[config.mk]
export PLATFORM = sky130hd
export DESIGN_NAME = gpw_top
export DESIGN_NICKNAME = d
export VERILOG_FILES = /design/src/hw/gpw_debounce.v /design/src/hw/gpw_top.v
export VERILOG_INCLUDE_DIRS = /design/src /design/src/hw
export SDC_FILE = /design/constraint.sdc
export NUM_CORES = 1
export LEC_CHECK = 0
export ABC_AREA = 1
export BUFFER_PORTS_ARGS = -buffer_cell sky130_fd_sc_hd__buf_4
export CAP_MARGIN = 5
export CELL_PAD_IN_SITES_DETAIL_PLACEMENT = 1
export CELL_PAD_IN_SITES_GLOBAL_PLACEMENT = 2
export CORE_UTILIZATION = 25
export CTS_CLUSTER_DIAMETER = 50
export DETAILED_ROUTE_END_ITERATION = 7
export PLACE_DENSITY = 0.69
export SYNTH_ARGS = -nofsm -noshare
export SYNTH_HDL_FRONTEND = slang
export SYNTH_SLANG_ARGS = --single-unit
[constraint.sdc]
create_clock -name mclk -period 36.3 [get_ports mclk]
set_input_delay 7.26 -clock mclk [delete_from_list [all_inputs] [get_ports mclk]]
set_output_delay 7.26 -clock mclk [all_outputs]
set_load 0.1 [all_outputs]
[src/hw/gpw_defs.vh]
`ifndef GPW_DEFS_VH
`define GPW_DEFS_VH

// logical unit numbers selected on the configuration port
`define GPW_LU_PORT6          8'h07
`define GPW_LU_GPIO           8'h09
`define GPW_LU_ACPI           8'h0A

// per-port register block: base + 4*port + field, port six at base + field
`define GPW_PORT_BASE         8'hD0
`define GPW_FLD_SEL           2'h0
`define GPW_FLD_DATA          2'h1
`define GPW_FLD_INV           2'h2
`define GPW_FLD_ALT           2'h3

// wake event registers
`define GPW_OFS_WAKE_STATUS   8'hE7
`define GPW_OFS_WAKE_POL      8'hF2
`define GPW_OFS_WAKE_DBTYPE   8'hFE
`define GPW_OFS_WAKE_ROUTE    8'hFE

// reset values
`define GPW_RST_SEL           8'hFF
`define GPW_RST_DATA          8'h00
`define GPW_RST_INV           8'h00
`define GPW_RST_ALT           8'h00
`define GPW_RST_WAKE          8'h00

// wake pins sit on port 3 (port index 1), bits 0, 1 and 5
`define GPW_WAKE_PORT         3'h1
`define GPW_WAKE_BIT0         3'h0
`define GPW_WAKE_BIT1         3'h1
`define GPW_WAKE_BIT2         3'h5

// watchdog alternate on port 4 (port index 2)
`define GPW_WDT_PORT          3'h2
`define GPW_WDT_OD_MASK       8'h51
`define GPW_WDT_PP_MASK       8'h04

// debounce time
`define GPW_CLK_HZ            50000000
`define GPW_DEBOUNCE_MS       16
`define GPW_DEBOUNCE_CYC      ((`GPW_CLK_HZ / 1000) * `GPW_DEBOUNCE_MS)

`endif

[src/hw/gpw_debounce.v]
`include "gpw_defs.vh"

// holds its output until the input has been stable for the full count
module gpw_debounce #(
    parameter integer COUNT = `GPW_DEBOUNCE_CYC
) (
    input  wire mclk,
    input  wire rst,
    input  wire din,
    output reg  dout
);
    reg [19:0] cnt_q;   // cycles the input has differed from dout

    // restart on any bounce, commit after COUNT steady cycles
    always @(posedge mclk or posedge rst) begin
        if (rst) begin
            cnt_q <= 20'h00000;
            dout  <= 1'b0;
        end else if (din == dout) begin
            cnt_q <= 20'h00000;
        end else if (cnt_q >= COUNT[19:0] - 20'h00001) begin
            cnt_q <= 20'h00000;
            dout  <= din;
        end else begin
            cnt_q <= cnt_q + 20'h00001;
        end
    end
endmodule // gpw_debounce

[src/hw/gpw_top.v]
// Functional notes
// - forty pins, each plain I/O or alternate
// - per-pin direction bit, 0 output, 1 input
// - per-pin inversion bit between pin and data
// - data register reads pin, writes drive value
// - port six in one unit, two-five another
// - only three wake pins raise wake requests
// - per-pin routes to wake and event outputs
// - wake inputs debounced about sixteen milliseconds
// - debounce bypass bits four to six
// - type bit: zero edge, one level
// - polarity bit: zero rising, one falling
// - four port-four pins may output watchdog timeout
`include "gpw_defs.vh"

module gpw_top #(
    parameter integer DEBOUNCE_CYC = `GPW_DEBOUNCE_CYC
) (
    input  wire        mclk,
    input  wire        rst,
    // configuration port: unit and index select a register, strobes act at
    // the rising edge on which they are high, one access per strobe
    input  wire [7:0]  cfg_unit,
    input  wire [7:0]  cfg_index,
    input  wire        cfg_wr,
    input  wire        cfg_rd,
    input  wire [7:0]  cfg_wdata,
    output reg  [7:0]  cfg_rdata,
    output reg         cfg_rvalid,
    // pin side: bit 8*i+b is port (i+2) bit b, the last byte is port six
    input  wire [39:0] gpio_in,
    output wire [39:0] gpio_out,
    output wire [39:0] gpio_oe,
    output wire [39:0] gpio_alt_sel,
    input  wire [39:0] alt_out_i,
    input  wire [39:0] alt_oe_i,
    // timeout from the watchdog and the two active-low wake routes
    input  wire        watchdog_timeout_out_n,
    output reg         power_button_wake_out_n,
    output reg         pme_out_n
);
    // decode of one per-port register; port 4 is the port-six block
    // ports two to five share one unit and sit four indexes apart,
    // port six lives in its own unit and starts again at the base index
    // used by both the write path and the read multiplexer, so the map
    // is kept in one place and cannot drift between them
    function port_hit;
        input [7:0] unit;
        input [7:0] index;
        input [2:0] port;
        input [1:0] fld;
        reg   [7:0] ofs;
        begin
            ofs = (port == 3'h4) ? `GPW_PORT_BASE : (`GPW_PORT_BASE + {3'h0, port, 2'h0});
            ofs = ofs + {6'h00, fld};
            port_hit = (index == ofs) &&
                       (unit == ((port == 3'h4) ? `GPW_LU_PORT6 : `GPW_LU_GPIO));
        end
    endfunction

    // decode of a single-unit register
    // the wake registers have no per-port copies, so a plain compare of
    // unit and index is enough; note that index FE exists in two units
    function reg_hit;
        input [7:0] unit;
        input [7:0] index;
        input [7:0] want_unit;
        input [7:0] want_ofs;
        begin
            reg_hit = (unit == want_unit) && (index == want_ofs);
        end
    endfunction

    // pin configuration, one bit per pin, five bytes wide
    // all pins come out of reset as inputs, so nothing is driven until
    // software has chosen a direction or an alternate function
    reg  [39:0] sel_q;            // direction, 1 = input
    reg  [39:0] dat_q;            // data written by software
    reg  [39:0] inv_q;            // inversion per pin
    reg  [39:0] alt_q;            // alternate function select
    reg  [39:0] out_q;            // registered pin drive
    reg  [39:0] oe_q;             // registered pin enable
    wire [39:0] pin_val;          // pin value seen through inversion

    // pin outputs straight from flip-flops, no logic after the register
    assign gpio_out     = out_q;
    assign gpio_oe      = oe_q;
    assign gpio_alt_sel = alt_q;
    assign pin_val      = gpio_in ^ inv_q;

    // per-port configuration and pin drive
    genvar p;
    generate
        for (p = 0; p < 5; p = p + 1) begin : g_port
            localparam [2:0] PIDX = p; // port index at decoder width
            wire [7:0] wdt_od;     // open-drain watchdog pins of this port
            wire [7:0] wdt_pp;     // push-pull watchdog pins of this port
            wire [7:0] drv;        // inverted data toward the pin
            assign wdt_od = (p == `GPW_WDT_PORT) ? `GPW_WDT_OD_MASK : 8'h00;
            assign wdt_pp = (p == `GPW_WDT_PORT) ? `GPW_WDT_PP_MASK : 8'h00;
            assign drv    = dat_q[p*8 +: 8] ^ inv_q[p*8 +: 8];

            // configuration writes
            // data is stored pre-inverted so that the pin shows the written
            // value; changing the inversion later flips the pin, by intent
            always @(posedge mclk or posedge rst) begin
                if (rst) begin
                    sel_q[p*8 +: 8] <= `GPW_RST_SEL;
                    dat_q[p*8 +: 8] <= `GPW_RST_DATA;
                    inv_q[p*8 +: 8] <= `GPW_RST_INV;
                    alt_q[p*8 +: 8] <= `GPW_RST_ALT;
                end else if (cfg_wr) begin
                    if (port_hit(cfg_unit, cfg_index, PIDX, `GPW_FLD_SEL))
                        sel_q[p*8 +: 8] <= cfg_wdata;
                    if (port_hit(cfg_unit, cfg_index, PIDX, `GPW_FLD_DATA))
                        dat_q[p*8 +: 8] <= cfg_wdata ^ inv_q[p*8 +: 8];
                    if (port_hit(cfg_unit, cfg_index, PIDX, `GPW_FLD_INV))
                        inv_q[p*8 +: 8] <= cfg_wdata;
                    if (port_hit(cfg_unit, cfg_index, PIDX, `GPW_FLD_ALT))
                        alt_q[p*8 +: 8] <= cfg_wdata;
                end
            end

            // pin drive: alternate first, then plain output, else float
            // watchdog pins ignore the alternate inputs from other blocks:
            // open-drain ones only ever pull low, push-pull ones always
            // drive the timeout level; every other alternate pin simply
            // passes the drive and enable of the block that owns it
            // one cycle of latency from any change to the pin
            always @(posedge mclk or posedge rst) begin
                if (rst) begin
                    out_q[p*8 +: 8] <= 8'h00;
                    oe_q[p*8 +: 8]  <= 8'h00;
                end else begin
                    out_q[p*8 +: 8] <= (alt_q[p*8 +: 8] & wdt_pp &
                                        {8{watchdog_timeout_out_n}}) |
                                       (alt_q[p*8 +: 8] & ~wdt_od & ~wdt_pp &
                                        alt_out_i[p*8 +: 8]) |
                                       (~alt_q[p*8 +: 8] & drv);
                    oe_q[p*8 +: 8]  <= (alt_q[p*8 +: 8] & wdt_pp) |
                                       (alt_q[p*8 +: 8] & wdt_od &
                                        {8{~watchdog_timeout_out_n}}) |
                                       (alt_q[p*8 +: 8] & ~wdt_od & ~wdt_pp &
                                        alt_oe_i[p*8 +: 8]) |
                                       (~alt_q[p*8 +: 8] & ~sel_q[p*8 +: 8]);
                end
            end
        end
    endgenerate

    // wake event configuration
    // three wake pins only, index 0..2 = port three bits 0, 1 and 5
    // bit 2 of each field sits at register bit 5 in status and polarity,
    // but at bit 2 / bit 6 in the type, bypass and route registers
    reg  [2:0] db_off_q;          // debounce bypass per wake pin
    reg  [2:0] type_q;            // 0 edge, 1 level
    reg  [2:0] pol_q;             // 0 rising, 1 falling
    reg  [2:0] rt_wake_q;         // route to power-button wake
    reg  [2:0] rt_pme_q;          // route to event line
    reg  [2:0] stat_q;            // sticky event status
    reg  [2:0] act_q;             // previous active level, for edges
    wire [2:0] raw;               // wake pin levels
    wire [2:0] filt;              // debounced levels
    wire [2:0] used;              // level after optional debounce
    wire [2:0] act;               // level after polarity
    wire [2:0] hit;               // qualified event this cycle
    wire [2:0] clr;               // software clear strobe

    // pick the wake pins out of the pin bus; no other pin reaches the
    // event logic, whatever its configuration
    assign raw = {gpio_in[`GPW_WAKE_PORT*8 + `GPW_WAKE_BIT2],
                  gpio_in[`GPW_WAKE_PORT*8 + `GPW_WAKE_BIT1],
                  gpio_in[`GPW_WAKE_PORT*8 + `GPW_WAKE_BIT0]};

    // per wake pin: filter, bypass mux, polarity and edge/level qualify
    // the filter always runs, so turning the bypass off later switches
    // to a filtered level that is already settled; the switch itself may
    // still look like an edge if raw and filtered levels differ then
    // the edge history is taken after polarity, so a polarity change can
    // itself produce an edge toward the active level
    genvar w;
    generate
        for (w = 0; w < 3; w = w + 1) begin : g_wake
            gpw_debounce #(
                .COUNT (DEBOUNCE_CYC)
            ) u_db (
                .mclk (mclk),
                .rst  (rst),
                .din  (raw[w]),
                .dout (filt[w])
            );
            assign used[w] = db_off_q[w] ? raw[w] : filt[w];
            assign act[w]  = used[w] ^ pol_q[w];
            assign hit[w]  = type_q[w] ? act[w] : (act[w] & ~act_q[w]);
        end
    endgenerate

    // write-one-to-clear strobe for the status bits
    assign clr = (cfg_wr && reg_hit(cfg_unit, cfg_index, `GPW_LU_GPIO,
                  `GPW_OFS_WAKE_STATUS)) ? {cfg_wdata[5], cfg_wdata[1:0]} : 3'h0;

    // wake configuration writes, status set wins over clear
    // an event landing on the clear cycle is never lost; in level mode
    // the bit therefore comes straight back while the level is active
    always @(posedge mclk or posedge rst) begin
        if (rst) begin
            db_off_q  <= 3'h0;
            type_q    <= 3'h0;
            pol_q     <= 3'h0;
            rt_wake_q <= 3'h0;
            rt_pme_q  <= 3'h0;
            stat_q    <= 3'h0;
            act_q     <= 3'h0;
        end else begin
            act_q  <= act;
            stat_q <= (stat_q & ~clr) | hit;
            if (cfg_wr && reg_hit(cfg_unit, cfg_index, `GPW_LU_GPIO, `GPW_OFS_WAKE_DBTYPE)) begin
                db_off_q <= cfg_wdata[6:4];
                type_q   <= cfg_wdata[2:0];
            end
            if (cfg_wr && reg_hit(cfg_unit, cfg_index, `GPW_LU_GPIO, `GPW_OFS_WAKE_POL))
                pol_q <= {cfg_wdata[5], cfg_wdata[1:0]};
            if (cfg_wr && reg_hit(cfg_unit, cfg_index, `GPW_LU_ACPI, `GPW_OFS_WAKE_ROUTE)) begin
                rt_wake_q <= cfg_wdata[6:4];
                rt_pme_q  <= cfg_wdata[2:0];
            end
        end
    end

    // route outputs, active low
    // each output is low while any status bit with its route enabled is
    // set; clearing the status or the route releases it one cycle later
    always @(posedge mclk or posedge rst) begin
        if (rst) begin
            power_button_wake_out_n <= 1'b1;
            pme_out_n               <= 1'b1;
        end else begin
            power_button_wake_out_n <= ~|(stat_q & rt_wake_q);
            pme_out_n               <= ~|(stat_q & rt_pme_q);
        end
    end

    // read multiplexer
    // unmapped unit or index reads as zero; the data field returns the
    // pin level through the inversion, not the stored drive value
    // wake bits are placed back at their register positions
    reg [7:0] rd_d;
    integer   k;
    always @* begin
        rd_d = 8'h00;
        for (k = 0; k < 5; k = k + 1) begin
            if (port_hit(cfg_unit, cfg_index, k[2:0], `GPW_FLD_SEL))
                rd_d = sel_q[k*8 +: 8];
            if (port_hit(cfg_unit, cfg_index, k[2:0], `GPW_FLD_DATA))
                rd_d = pin_val[k*8 +: 8];
            if (port_hit(cfg_unit, cfg_index, k[2:0], `GPW_FLD_INV))
                rd_d = inv_q[k*8 +: 8];
            if (port_hit(cfg_unit, cfg_index, k[2:0], `GPW_FLD_ALT))
                rd_d = alt_q[k*8 +: 8];
        end
        if (reg_hit(cfg_unit, cfg_index, `GPW_LU_GPIO, `GPW_OFS_WAKE_STATUS))
            rd_d = {2'h0, stat_q[2], 3'h0, stat_q[1:0]};
        if (reg_hit(cfg_unit, cfg_index, `GPW_LU_GPIO, `GPW_OFS_WAKE_POL))
            rd_d = {2'h0, pol_q[2], 3'h0, pol_q[1:0]};
        if (reg_hit(cfg_unit, cfg_index, `GPW_LU_GPIO, `GPW_OFS_WAKE_DBTYPE))
            rd_d = {1'b0, db_off_q, 1'b0, type_q};
        if (reg_hit(cfg_unit, cfg_index, `GPW_LU_ACPI, `GPW_OFS_WAKE_ROUTE))
            rd_d = {1'b0, rt_wake_q, 1'b0, rt_pme_q};
    end

    // read data registered one cycle after the strobe
    // data holds until the next read so a slow master may take it late;
    // the valid flag is a single-cycle pulse
    always @(posedge mclk or posedge rst) begin
        if (rst) begin
            cfg_rdata  <= 8'h00;
            cfg_rvalid <= 1'b0;
        end else begin
            cfg_rvalid <= cfg_rd;
            if (cfg_rd)
                cfg_rdata <= rd_d;
        end
    end
endmodule // gpw_top

## Word-level counts from Yosys, hierarchy flattened

Index checks and enable logic that the tools add are counted.

| storage, ports and cells | value |
|---|---|
| ROM bits | 0 |
| register bits after elaboration | 335 |
| latch bits | 0 |
| word-level logic and storage cells | 244 |
| memory bits (writable) | 0 |
| memories | 0 |

| operators by class | value |
|---|---|
| $mul | 0 |
| multiplexer cells | 37 |
| divide/modulo/power cells | 0 |
| bitwise logic cells | 74 |
| reductions and logical operators | 55 |
| magnitude comparators | 3 |
| eq/ne operators | 25 |
| add/sub/neg operators | 3 |
| shifts and indexed selects | 0 |

Operators by type and width:

| kind | count |
|---|---|
| $mux 8 | 24 |
| $and 8x8->8 | 20 |
| $eq 8x8->1 const B | 19 |
| $mux 20 | 6 |
| $or 8x8->8 | 12 |
| $not 8->8 | 10 |
| $xor 8x8->8 | 10 |
| $add 20x1->20 const B | 3 |
| $ge 20x20->1 const B | 3 |
| $reduce_and 2->1 | 23 |
| $xor 40x40->40 | 1 |
| $logic_and 1x1->1 | 28 |
| $eq 8x4->1 const B | 2 |
| $and 3x3->3 | 3 |
| $and 3x8->8 | 1 |
| $and 7x8->8 | 1 |
| $eq 8x3->1 const B | 1 |
| $or 3x8->8 | 1 |
| $not 1->1 | 7 |
| $mux 1 | 6 |
| $reduce_or 3->1 | 2 |
| $and 1x1->1 | 3 |
| $eq 1x1->1 | 3 |
| $mux 3 | 1 |
| other kinds (4) | 7 |

## Longest topological paths before layout

Gate-level depths: netlist (run 1).

| logic depth | value |
|---|---|
| depth after elaboration | 26 |
| depth in mapped cells | 22 |
| depth with buffers taken out | 22 |

## Modules after synthesis

Synthesis (run 1) repeated with hierarchy kept, for this count alone.

| second synthesis, totals | value |
|---|---|
| cells, all modules | 1999 |
| area, all modules | 16578.4 µm² |

By module, submodules not included:

| module | cells each | sequential area each (µm²) | times used | area an instance (µm²) |
|---|---|---|---|---|
| gpw_top | 1575 | 6859.1 | 1 | 13051.3 |
| gpw_debounce (g_wake[0].u_db ...) | 141 | 525.5 | 2 | 1164.9 |
| gpw_debounce (g_wake[2].u_db) | 142 | 525.5 | 1 | 1197.4 |

## Least setup slack after synthesis (run 1)

OpenSTA, ideal clock, no wires.

| timing path | value |
|---|---|
| path kind | input to register |
| start point | in cfg_unit[7] |
| end point | reg cfg_rdata[4] |
| path slack | 27.313 ns |
| arrival | 8.868 ns |
| stages on the path | 21 |
| buffers on the path | 0 |
| setup time | 0.120 ns |
| cells stage by stage | nor2_1 nand2_1 nor2_8 inv_4 nor2_8 inv_4 nor2_8 inv_2 o21ai_0 o21bai_1 nand4_1 nand3_1 nand4_1 nand2_1 nand4_1 nand2_1 nand2_1 nand2_1 nand2_1 nand3_1 nand2_1 |

| on the way | value |
|---|---|
| word-level cells in the longest chain between the ends | 26 |

RTL lines:

| what | line | text |
|---|---|---|
| start, declared | gpw_top.v:23 | `input wire [7:0] cfg_unit,` |
| $eq 8x4->1 | gpw_top.v:57, gpw_top.v:70 |  |
| $logic_and 1x1->1 | gpw_top.v:56 | `port_hit = (index == ofs) &&` |
| $mux 8 | gpw_top.v:252 | `` if (port_hit(cfg_unit, cfg_index, k[2:0], `GPW_FLD_SEL)) `` |
| $mux 8 | gpw_top.v:254 | `` if (port_hit(cfg_unit, cfg_index, k[2:0], `GPW_FLD_DATA)) `` |
| $mux 8 | gpw_top.v:256 | `` if (port_hit(cfg_unit, cfg_index, k[2:0], `GPW_FLD_INV)) `` |
| $mux 8 | gpw_top.v:258 | `` if (port_hit(cfg_unit, cfg_index, k[2:0], `GPW_FLD_ALT)) `` |
| $mux 8 | gpw_top.v:252 |  |
| $mux 8 | gpw_top.v:254 |  |
| (+10 left out) | -- |  |
| $mux 8 | gpw_top.v:252 |  |
| $mux 8 | gpw_top.v:254 |  |
| $mux 8 | gpw_top.v:256 |  |
| $mux 8 | gpw_top.v:258 |  |
| $mux 8 | gpw_top.v:261 | `` if (reg_hit(cfg_unit, cfg_index, `GPW_LU_GPIO, `GPW_OFS_WAKE_STATUS)) `` |
| $mux 8 | gpw_top.v:263 | `` if (reg_hit(cfg_unit, cfg_index, `GPW_LU_GPIO, `GPW_OFS_WAKE_POL)) `` |
| $mux 8 | gpw_top.v:265 | `` if (reg_hit(cfg_unit, cfg_index, `GPW_LU_GPIO, `GPW_OFS_WAKE_DBTYPE)) `` |
| $mux 8 (*) | gpw_top.v:267 | `` if (reg_hit(cfg_unit, cfg_index, `GPW_LU_ACPI, `GPW_OFS_WAKE_ROUTE)) `` |
| end signal, assigned | gpw_top.v:281 | `cfg_rdata <= rd_d;` |
| end, declared | gpw_top.v:28 | `output reg [7:0] cfg_rdata,` |

Every way passes the cells marked *; elsewhere a longest branch is shown, timed or not.
A chain may end at the register's enable or synchronous reset.

## Final worst setup path (run 1)

| timing path | value |
|---|---|
| start point | in cfg_unit[7] |
| end point | reg cfg_rdata[7] |

Same word-level chain as after synthesis.

==> results of run 1 <==
sequential cells by signal, summed over array words and instances (netlist names), 8 cells and up:
| register | count |
|---|---|
| cfg_rdata | 8 |
| dat_q | 40 |
| g_wake.u_db.cnt_q | 60 |
| gpio_alt_sel | 40 |
| gpio_oe | 40 |
| gpio_out | 40 |
| inv_q | 40 |
| sel_q | 40 |
cell usage in the layout (no fill, tap or decap), drive strengths merged, types with 30 or more instances in the layout:
cell,instances
inv,153
dfstp,42
dfrtp,293
a21oi,30
nand4,46
xnor2,92
o21ai,285
nand2,476
nand3,56
clkbuf,68
xor2,54
buf,273
nor3,36
nor2,146
worst paths after layout:
check | start | endpoint | slack [ps] | depth (start not counted)
min | rt_pme_q[0]$_DFFE_PP0P_ | pme_out_n$_DFF_PP1_ | 440 | 1
max reg2reg | inv_q[1]$_DFFE_PP0P_ | cfg_rdata[1]$_DFFE_PP0P_ | 33590 | 15
min reg2reg | rt_pme_q[0]$_DFFE_PP0P_ | pme_out_n$_DFF_PP1_ | 440 | 1
min in group asynchronous | rst | gpio_out[15]$_DFF_PP0_ | 6800 | 2
max in group asynchronous | rst | dat_q[32]$_DFFE_PP0P_ | 27450 | 4
max | cfg_unit[7] | cfg_rdata[7]$_DFFE_PP0P_ | 26330 | 18
power by group:
group	leakage (nW)	internal [W]	switching, W
Clock	0.891	0.000328	0.000198
Combinational	3.61	0.0000143	0.0000273
Sequential	4.28	0.000375	0.000000862
critical path, stage by stage:
cell and delay, ps:
buf_4 110, nor2_1 100, nand2_1 210, nor2_8 510, inv_4 240, nor2_8 150, nand2_1 220, o21ai_0 210
o21bai_1 140, nand4_1 250, nand3_1 160, nand4_1 180, nand3_1 130, nand3_1 180, o21bai_1 180, nand2_1 70
nand2_1 60, nand2_1 50
kinds of logic (layout without fill, tap and decap cells):
family | count (synthesis) | after routing | synth area share (%)
flops | 335 | 335 | 53.1
xor+xnor | 146 | 146 | 8.05
other cells | 0 | 2 | 0
compound gates | 333 | 333 | 10.8
simple gates | 790 | 790 | 21.6
buf+inv | 235 | 514 | 5.72
mux | 8 | 8 | 0.567
fa+ha+maj | 3 | 3 | 0.236
cell type report:
cell class / instances / area (µm²)
multi-input cells: 1280 / 6540
clock buffers: 68 / 1450
diodes: 2 / 5.00
repair buffers: 273 / 2060
well taps: 846 / 1060
fillers: 7433 / 42500
flip-flops and latches: 335 / 8440
clock inverters: 30 / 373
inverters: 143 / 549
per-layer routing:
metal	vias up	GRT usage [%]	part of all wire, %
li1	6475	-	-
met2	283	29.8	47
met1	6736	24.9	46
met3	93	3.68	4.6
met5	-	0	0.11
met4	8	5.65	2.6
through the flow:
stage / cells / hold slack, ps / utilization (%) / setup slack [ps] / total power (W)
6_report: 2977 / 441 / 32.5 / 26330 / 0.000944
5_1_grt: 2975 / 463 / 32.5 / 25940 / 0.000974
4_1_cts: 2975 / 437 / 32.5 / 26230 / 0.000959
3_5_place_dp: 2877 / 430 / 29.6 / 25670 / 0.000425
3_3_place_gp: 2877 / 433 / 29.6 / 25710 / 0.000424
2_1_floorplan: 1850 / 395 / - / 19830 / 0.000400
==> flow_metrics.py, run 1 <==
metrics = {
    "synth": {
        "ys_seq_elements": 335,
        "async_flop_share_pct": 100,
        "syn_area_mm2": 0.0159,
        "yosysMostFrequentCell": "nand2_1",
        "synthFlopType": "dfrtp_1",
        "synth-warning-count": 0,
        "synth_edf_count": 0,
        "yosysSeqAreaShare_pct": 53.1,
        "yosysTopAreaCellShare_pct": 46.2,
        "synth_cell_types": 43,
        "syn_inst": 1850,
        "syn_nets": 2002,
        "synth.avg_cell_area_um2": 8.59,
        "synth_common_cells": "nand2_1, dfrtp_1, o21ai_0",
        "synth_top_area_cell": "dfrtp_1",
        "synthTopCellsByArea": "dfrtp_1, nand2_1, o21ai_0, dfstp_2, xnor2_1",
    },
    "final_layout": {
        "final_layout_size_suffix_gt1_share_pct": 21.4,
        "finalInstanceArea_mm2": 0.0205,
        "layout.nets": 2237,
        "area_growth_pct": 28.9,
    },
    "routing": {
        "drt_pass1_iterations": 5,
        "vias": 13600,
        "routedWlPerCell_um": 19.8,
        "first_iter_violations": 583,
        "wl_mm": 58.9,
        "ant_nets": 0,
        "via_per_inst": 4.57,
        "drt_drc_violations_left": 0,
    },
    "clock_network": {
        "ctsResizeCount": 0,
        "numCtsBuffers": 52,
        "cts-root-buf": "clkbuf_16",
        "clock-sinks": 335,
        "postCtsSetupBuffers": 0,
        "insertion_delay_ps": 610,
        "cts_tree": "yes",
        "clk_pin_slew_ps": 60,
        "cts-hold-fix-buffers": 0,
        "cts_max_level": 2,
        "cts_buffer_depth": 3,
    },
    "sta": {
        "worst_pin_slew_ps": 1140,
        "finalCriticalPeriod_ps": 9970,
        "tns_ps": 0,
        "setup-violations-final": 0,
        "grt_setup_unrepaired": "false",
        "hold_viol": 0,
        "fin_worst_skew_ps": 28.1,
        "final_max_slew_viol_count": 0,
        "fin_crit_sh_pct": 27.5,
        "slew_headroom_pct": 23.7,
        "max_freq_mhz": 100,
    },
    "floorplan": {
        "die_area_mm2": 0.0646,
        "die_w_um": 254,
        "start_util_pct": 25.2,
        "core_area_mm2": 0.0630,
        "num_rows": 92,
        "fp.dieH_um": 254,
        "io-pin-count": 280,
    },
    "global_route": {
        "grt_use_total_pct": 18.5,
        "grt_pass1_vias": 14200,
        "antenna_found_initial": 5,
        "grt_max_degree": 150,
        "grt_overflow": 0,
        "grt_pass1_wl_mm": 89.0,
    },
    "placement": {
        "hpwl_mm": 42.5,
        "dpl_cell_area_mm2": 0.0186,
        "globalplace.congestion": 0.855,
        "port_buffers": 271,
    },
    "critical_path": {
        "worst_ep_arrival_time_ps": 10450,
        "crit_path_end_kind": "flip-flop",
        "cp.required_ps": 36780,
        "cp_max_fo": 34,
        "path_class": "in -> reg",
        "start_kind": "input pin",
    },
    "run": {
        "drv_cap": 0,
    },
    "power_and_ir_drop": {
        "max-vdd-ir-drop_uv": 28.3,
        "leakage_nw": 8.78,
        "p_per_area_mw_per_mm2": 46.1,
    },
    "min_path": {
        "hold_class": "reg -> reg",
    },
    "status": {
        "status": "finished, final reports clean",
    },
}
Power figures use the tool's default switching activity.
==> inputs of run 2 (changes only) <==
clock period = 9.9 ns   (was 36.3 ns; I/O delays follow)
==> flow_metrics.py, run 2 (same netlist as run 1, synthesis figures left out) <==
metrics = {
    "sta": {
        "slew_headroom_pct": 29.5,
        "fin_worst_skew_ps": 23.4,
        "hold_viol": 0,
        "max_freq_mhz": 205,
        "holdWs_ps": 453,
        "grt_setup_unrepaired": "false",
        "worst_pin_slew_ps": 1060,
        "finalCriticalPeriod_ps": 4870,
        "tns_ps": 0,
        "final_max_slew_viol_count": 0,
        "setup-violations-final": 0,
        "setup_slack_ps": 5030,
        "fin_crit_sh_pct": 49.2,
    },
    "critical_path": {
        "cpPeakStageDelay_ps": 470,
        "cpMaxStageDelayCell": "nand2_2",
        "crit_chain": "buf_4 > nand2_1 > inv_1 > nand2_2 > inv_2 > nand3_1 > nor2_1 > nor2_1 > nand4_1 > nor2_1 > nand4_1 > nor2_1 > nand4_1 > nor2_1 > nand4_1 > nor2_1 > nand4_1 > nand2_1 > nand2_1",
        "cp.required_ps": 10390,
        "worst_ep_arrival_time_ps": 5360,
        "cp_max_fo": 19,
        "critPathBufInv": 3,
        "cpLargestDelayFamily": "simple AND/OR/NAND/NOR gates",
        "path_class": "in -> reg",
        "path_common_cell": "nor2_1",
        "start_kind": "input pin",
        "crit_path_end_kind": "flip-flop",
    },
    "power_and_ir_drop": {
        "power.switching_w": 0.000818,
        "pwr-share-seq_pct": 38.7,
        "max-vdd-ir-drop_uv": 111,
        "clkPwrFrac_pct": 57.0,
        "comb_power_share_pct": 4.3,
        "internal-power_w": 0.00274,
        "leakage_nw": 8.82,
        "p_per_area_mw_per_mm2": 173,
        "power.share.switching_pct": 23.0,
    },
    "final_layout": {
        "layout.nets": 2239,
        "area_growth_pct": 29.5,
        "final_layout_size_suffix_gt1_share_pct": 21.4,
        "fin_util_pct": 32.7,
        "final_common_cell": "nand2_1",
        "final_cell_mix": "nand2_1, dfrtp_1, o21ai_0",
        "top_register": "g_wake.u_db.cnt_q",
        "largest_reg_flops": 60,
        "finalInstanceArea_mm2": 0.0206,
    },
    "routing": {
        "via_per_inst": 4.53,
        "ant_nets": 0,
        "vias": 13500,
        "drt_pass1_iterations": 5,
        "drt_drc_violations_left": 0,
        "wl_mm": 59.1,
        "routedWlPerCell_um": 19.8,
        "first_iter_violations": 687,
    },
    "global_route": {
        "grt_pass1_wl_mm": 88.9,
        "grt_max_degree": 70,
        "antenna_found_initial": 5,
        "grt_pass1_vias": 14100,
        "grt_use_total_pct": 18.6,
        "grt_overflow": 0,
    },
    "clock_network": {
        "cts_max_level": 2,
        "cts_tree": "yes",
        "clock-sinks": 335,
        "cts_buffer_depth": 3,
        "numCtsBuffers": 51,
        "postCtsSetupBuffers": 0,
        "cts-hold-fix-buffers": 0,
        "cts-root-buf": "clkbuf_16",
        "insertion_delay_ps": 600,
        "clk_pin_slew_ps": 60,
        "ctsResizeCount": 0,
    },
    "placement": {
        "port_buffers": 271,
        "hpwl_mm": 43.3,
        "globalplace.congestion": 0.853,
        "dpl_worst_slack_ps": 4510,
        "dpl_cell_area_mm2": 0.0187,
    },
    "run": {
        "drv_cap": 0,
    },
    "floorplan": {
        "num_rows": 92,
        "die_area_mm2": 0.0646,
        "die_w_um": 254,
        "start_util_pct": 25.2,
        "core_area_mm2": 0.0630,
        "io-pin-count": 280,
        "fp.dieH_um": 254,
    },
    "min_path": {
        "hold_class": "reg -> reg",
    },
    "status": {
        "status": "finished, final reports clean",
    },
}
[run 2: final timing paths]
kind	cells after the start	slack, ps	startpoint	endpoint
worst max-delay path	19	5030	cfg_index[6]	cfg_rdata[0]$_DFFE_PP0P_
max in group asynchronous	4	6310	rst	g_wake[1].u_db.cnt_q[7]$_DFF_PP0_
worst min-delay path	1	450	rt_pme_q[0]$_DFFE_PP0P_	pme_out_n$_DFF_PP1_
min in group asynchronous	2	1490	rst	dat_q[31]$_DFFE_PP0P_
worst min register to register	1	450	rt_pme_q[0]$_DFFE_PP0P_	pme_out_n$_DFF_PP1_
worst max register to register	15	7180	inv_q[0]$_DFFE_PP0P_	cfg_rdata[0]$_DFFE_PP0P_
[run 2: power by group through the flow]
stage               logic [W]  clock network (W)  registers [W]
finish               0.000153            0.00203        0.00138
CTS                  0.000158            0.00208        0.00138
global placement     0.000155                  0        0.00140
global route         0.000168            0.00214        0.00138
detailed placement   0.000157                  0        0.00140
floorplan           0.0000623                  0        0.00141
[run 2: layer usage]
metal	global-route usage [%]	routed length [µm]	share of wire (%)	vias up
li1	-	-	-	6462
met1	25.0	27300	46	6663
met2	30.0	27400	46	263
met3	3.52	2700	4.6	88
met4	5.71	1580	2.7	6
met5	0	32	0.054	-
[run 2: metrics by stage]
| step | instances | total power [W] |
|---|---|---|
| after floorplan | 1850 | 0.00147 |
| after global placement | 2880 | 0.00156 |
| after detailed placement | 2880 | 0.00156 |
| after CTS | 2976 | 0.00362 |
| after global routing | 2977 | 0.00368 |
| final | 2978 | 0.00356 |
[run 2: cell type report]
type | count | area [µm²]
fill | 7363 | 42400
sequential | 335 | 8440
multi-input combinational | 1280 | 6540
timing repair buffer | 276 | 2070
clock buffer | 68 | 1440
tap | 846 | 1060
inverter | 143 | 546
clock inverter | 28 | 470
antenna | 2 | 5.00
[run 2: worst reg2reg max path, delay by kind of cell, from the launching register on]
family,cells,cell delay [ps]
xor gates and xnor gates,1,190
DFF,1,460
and+or+nand+nor,14,1970
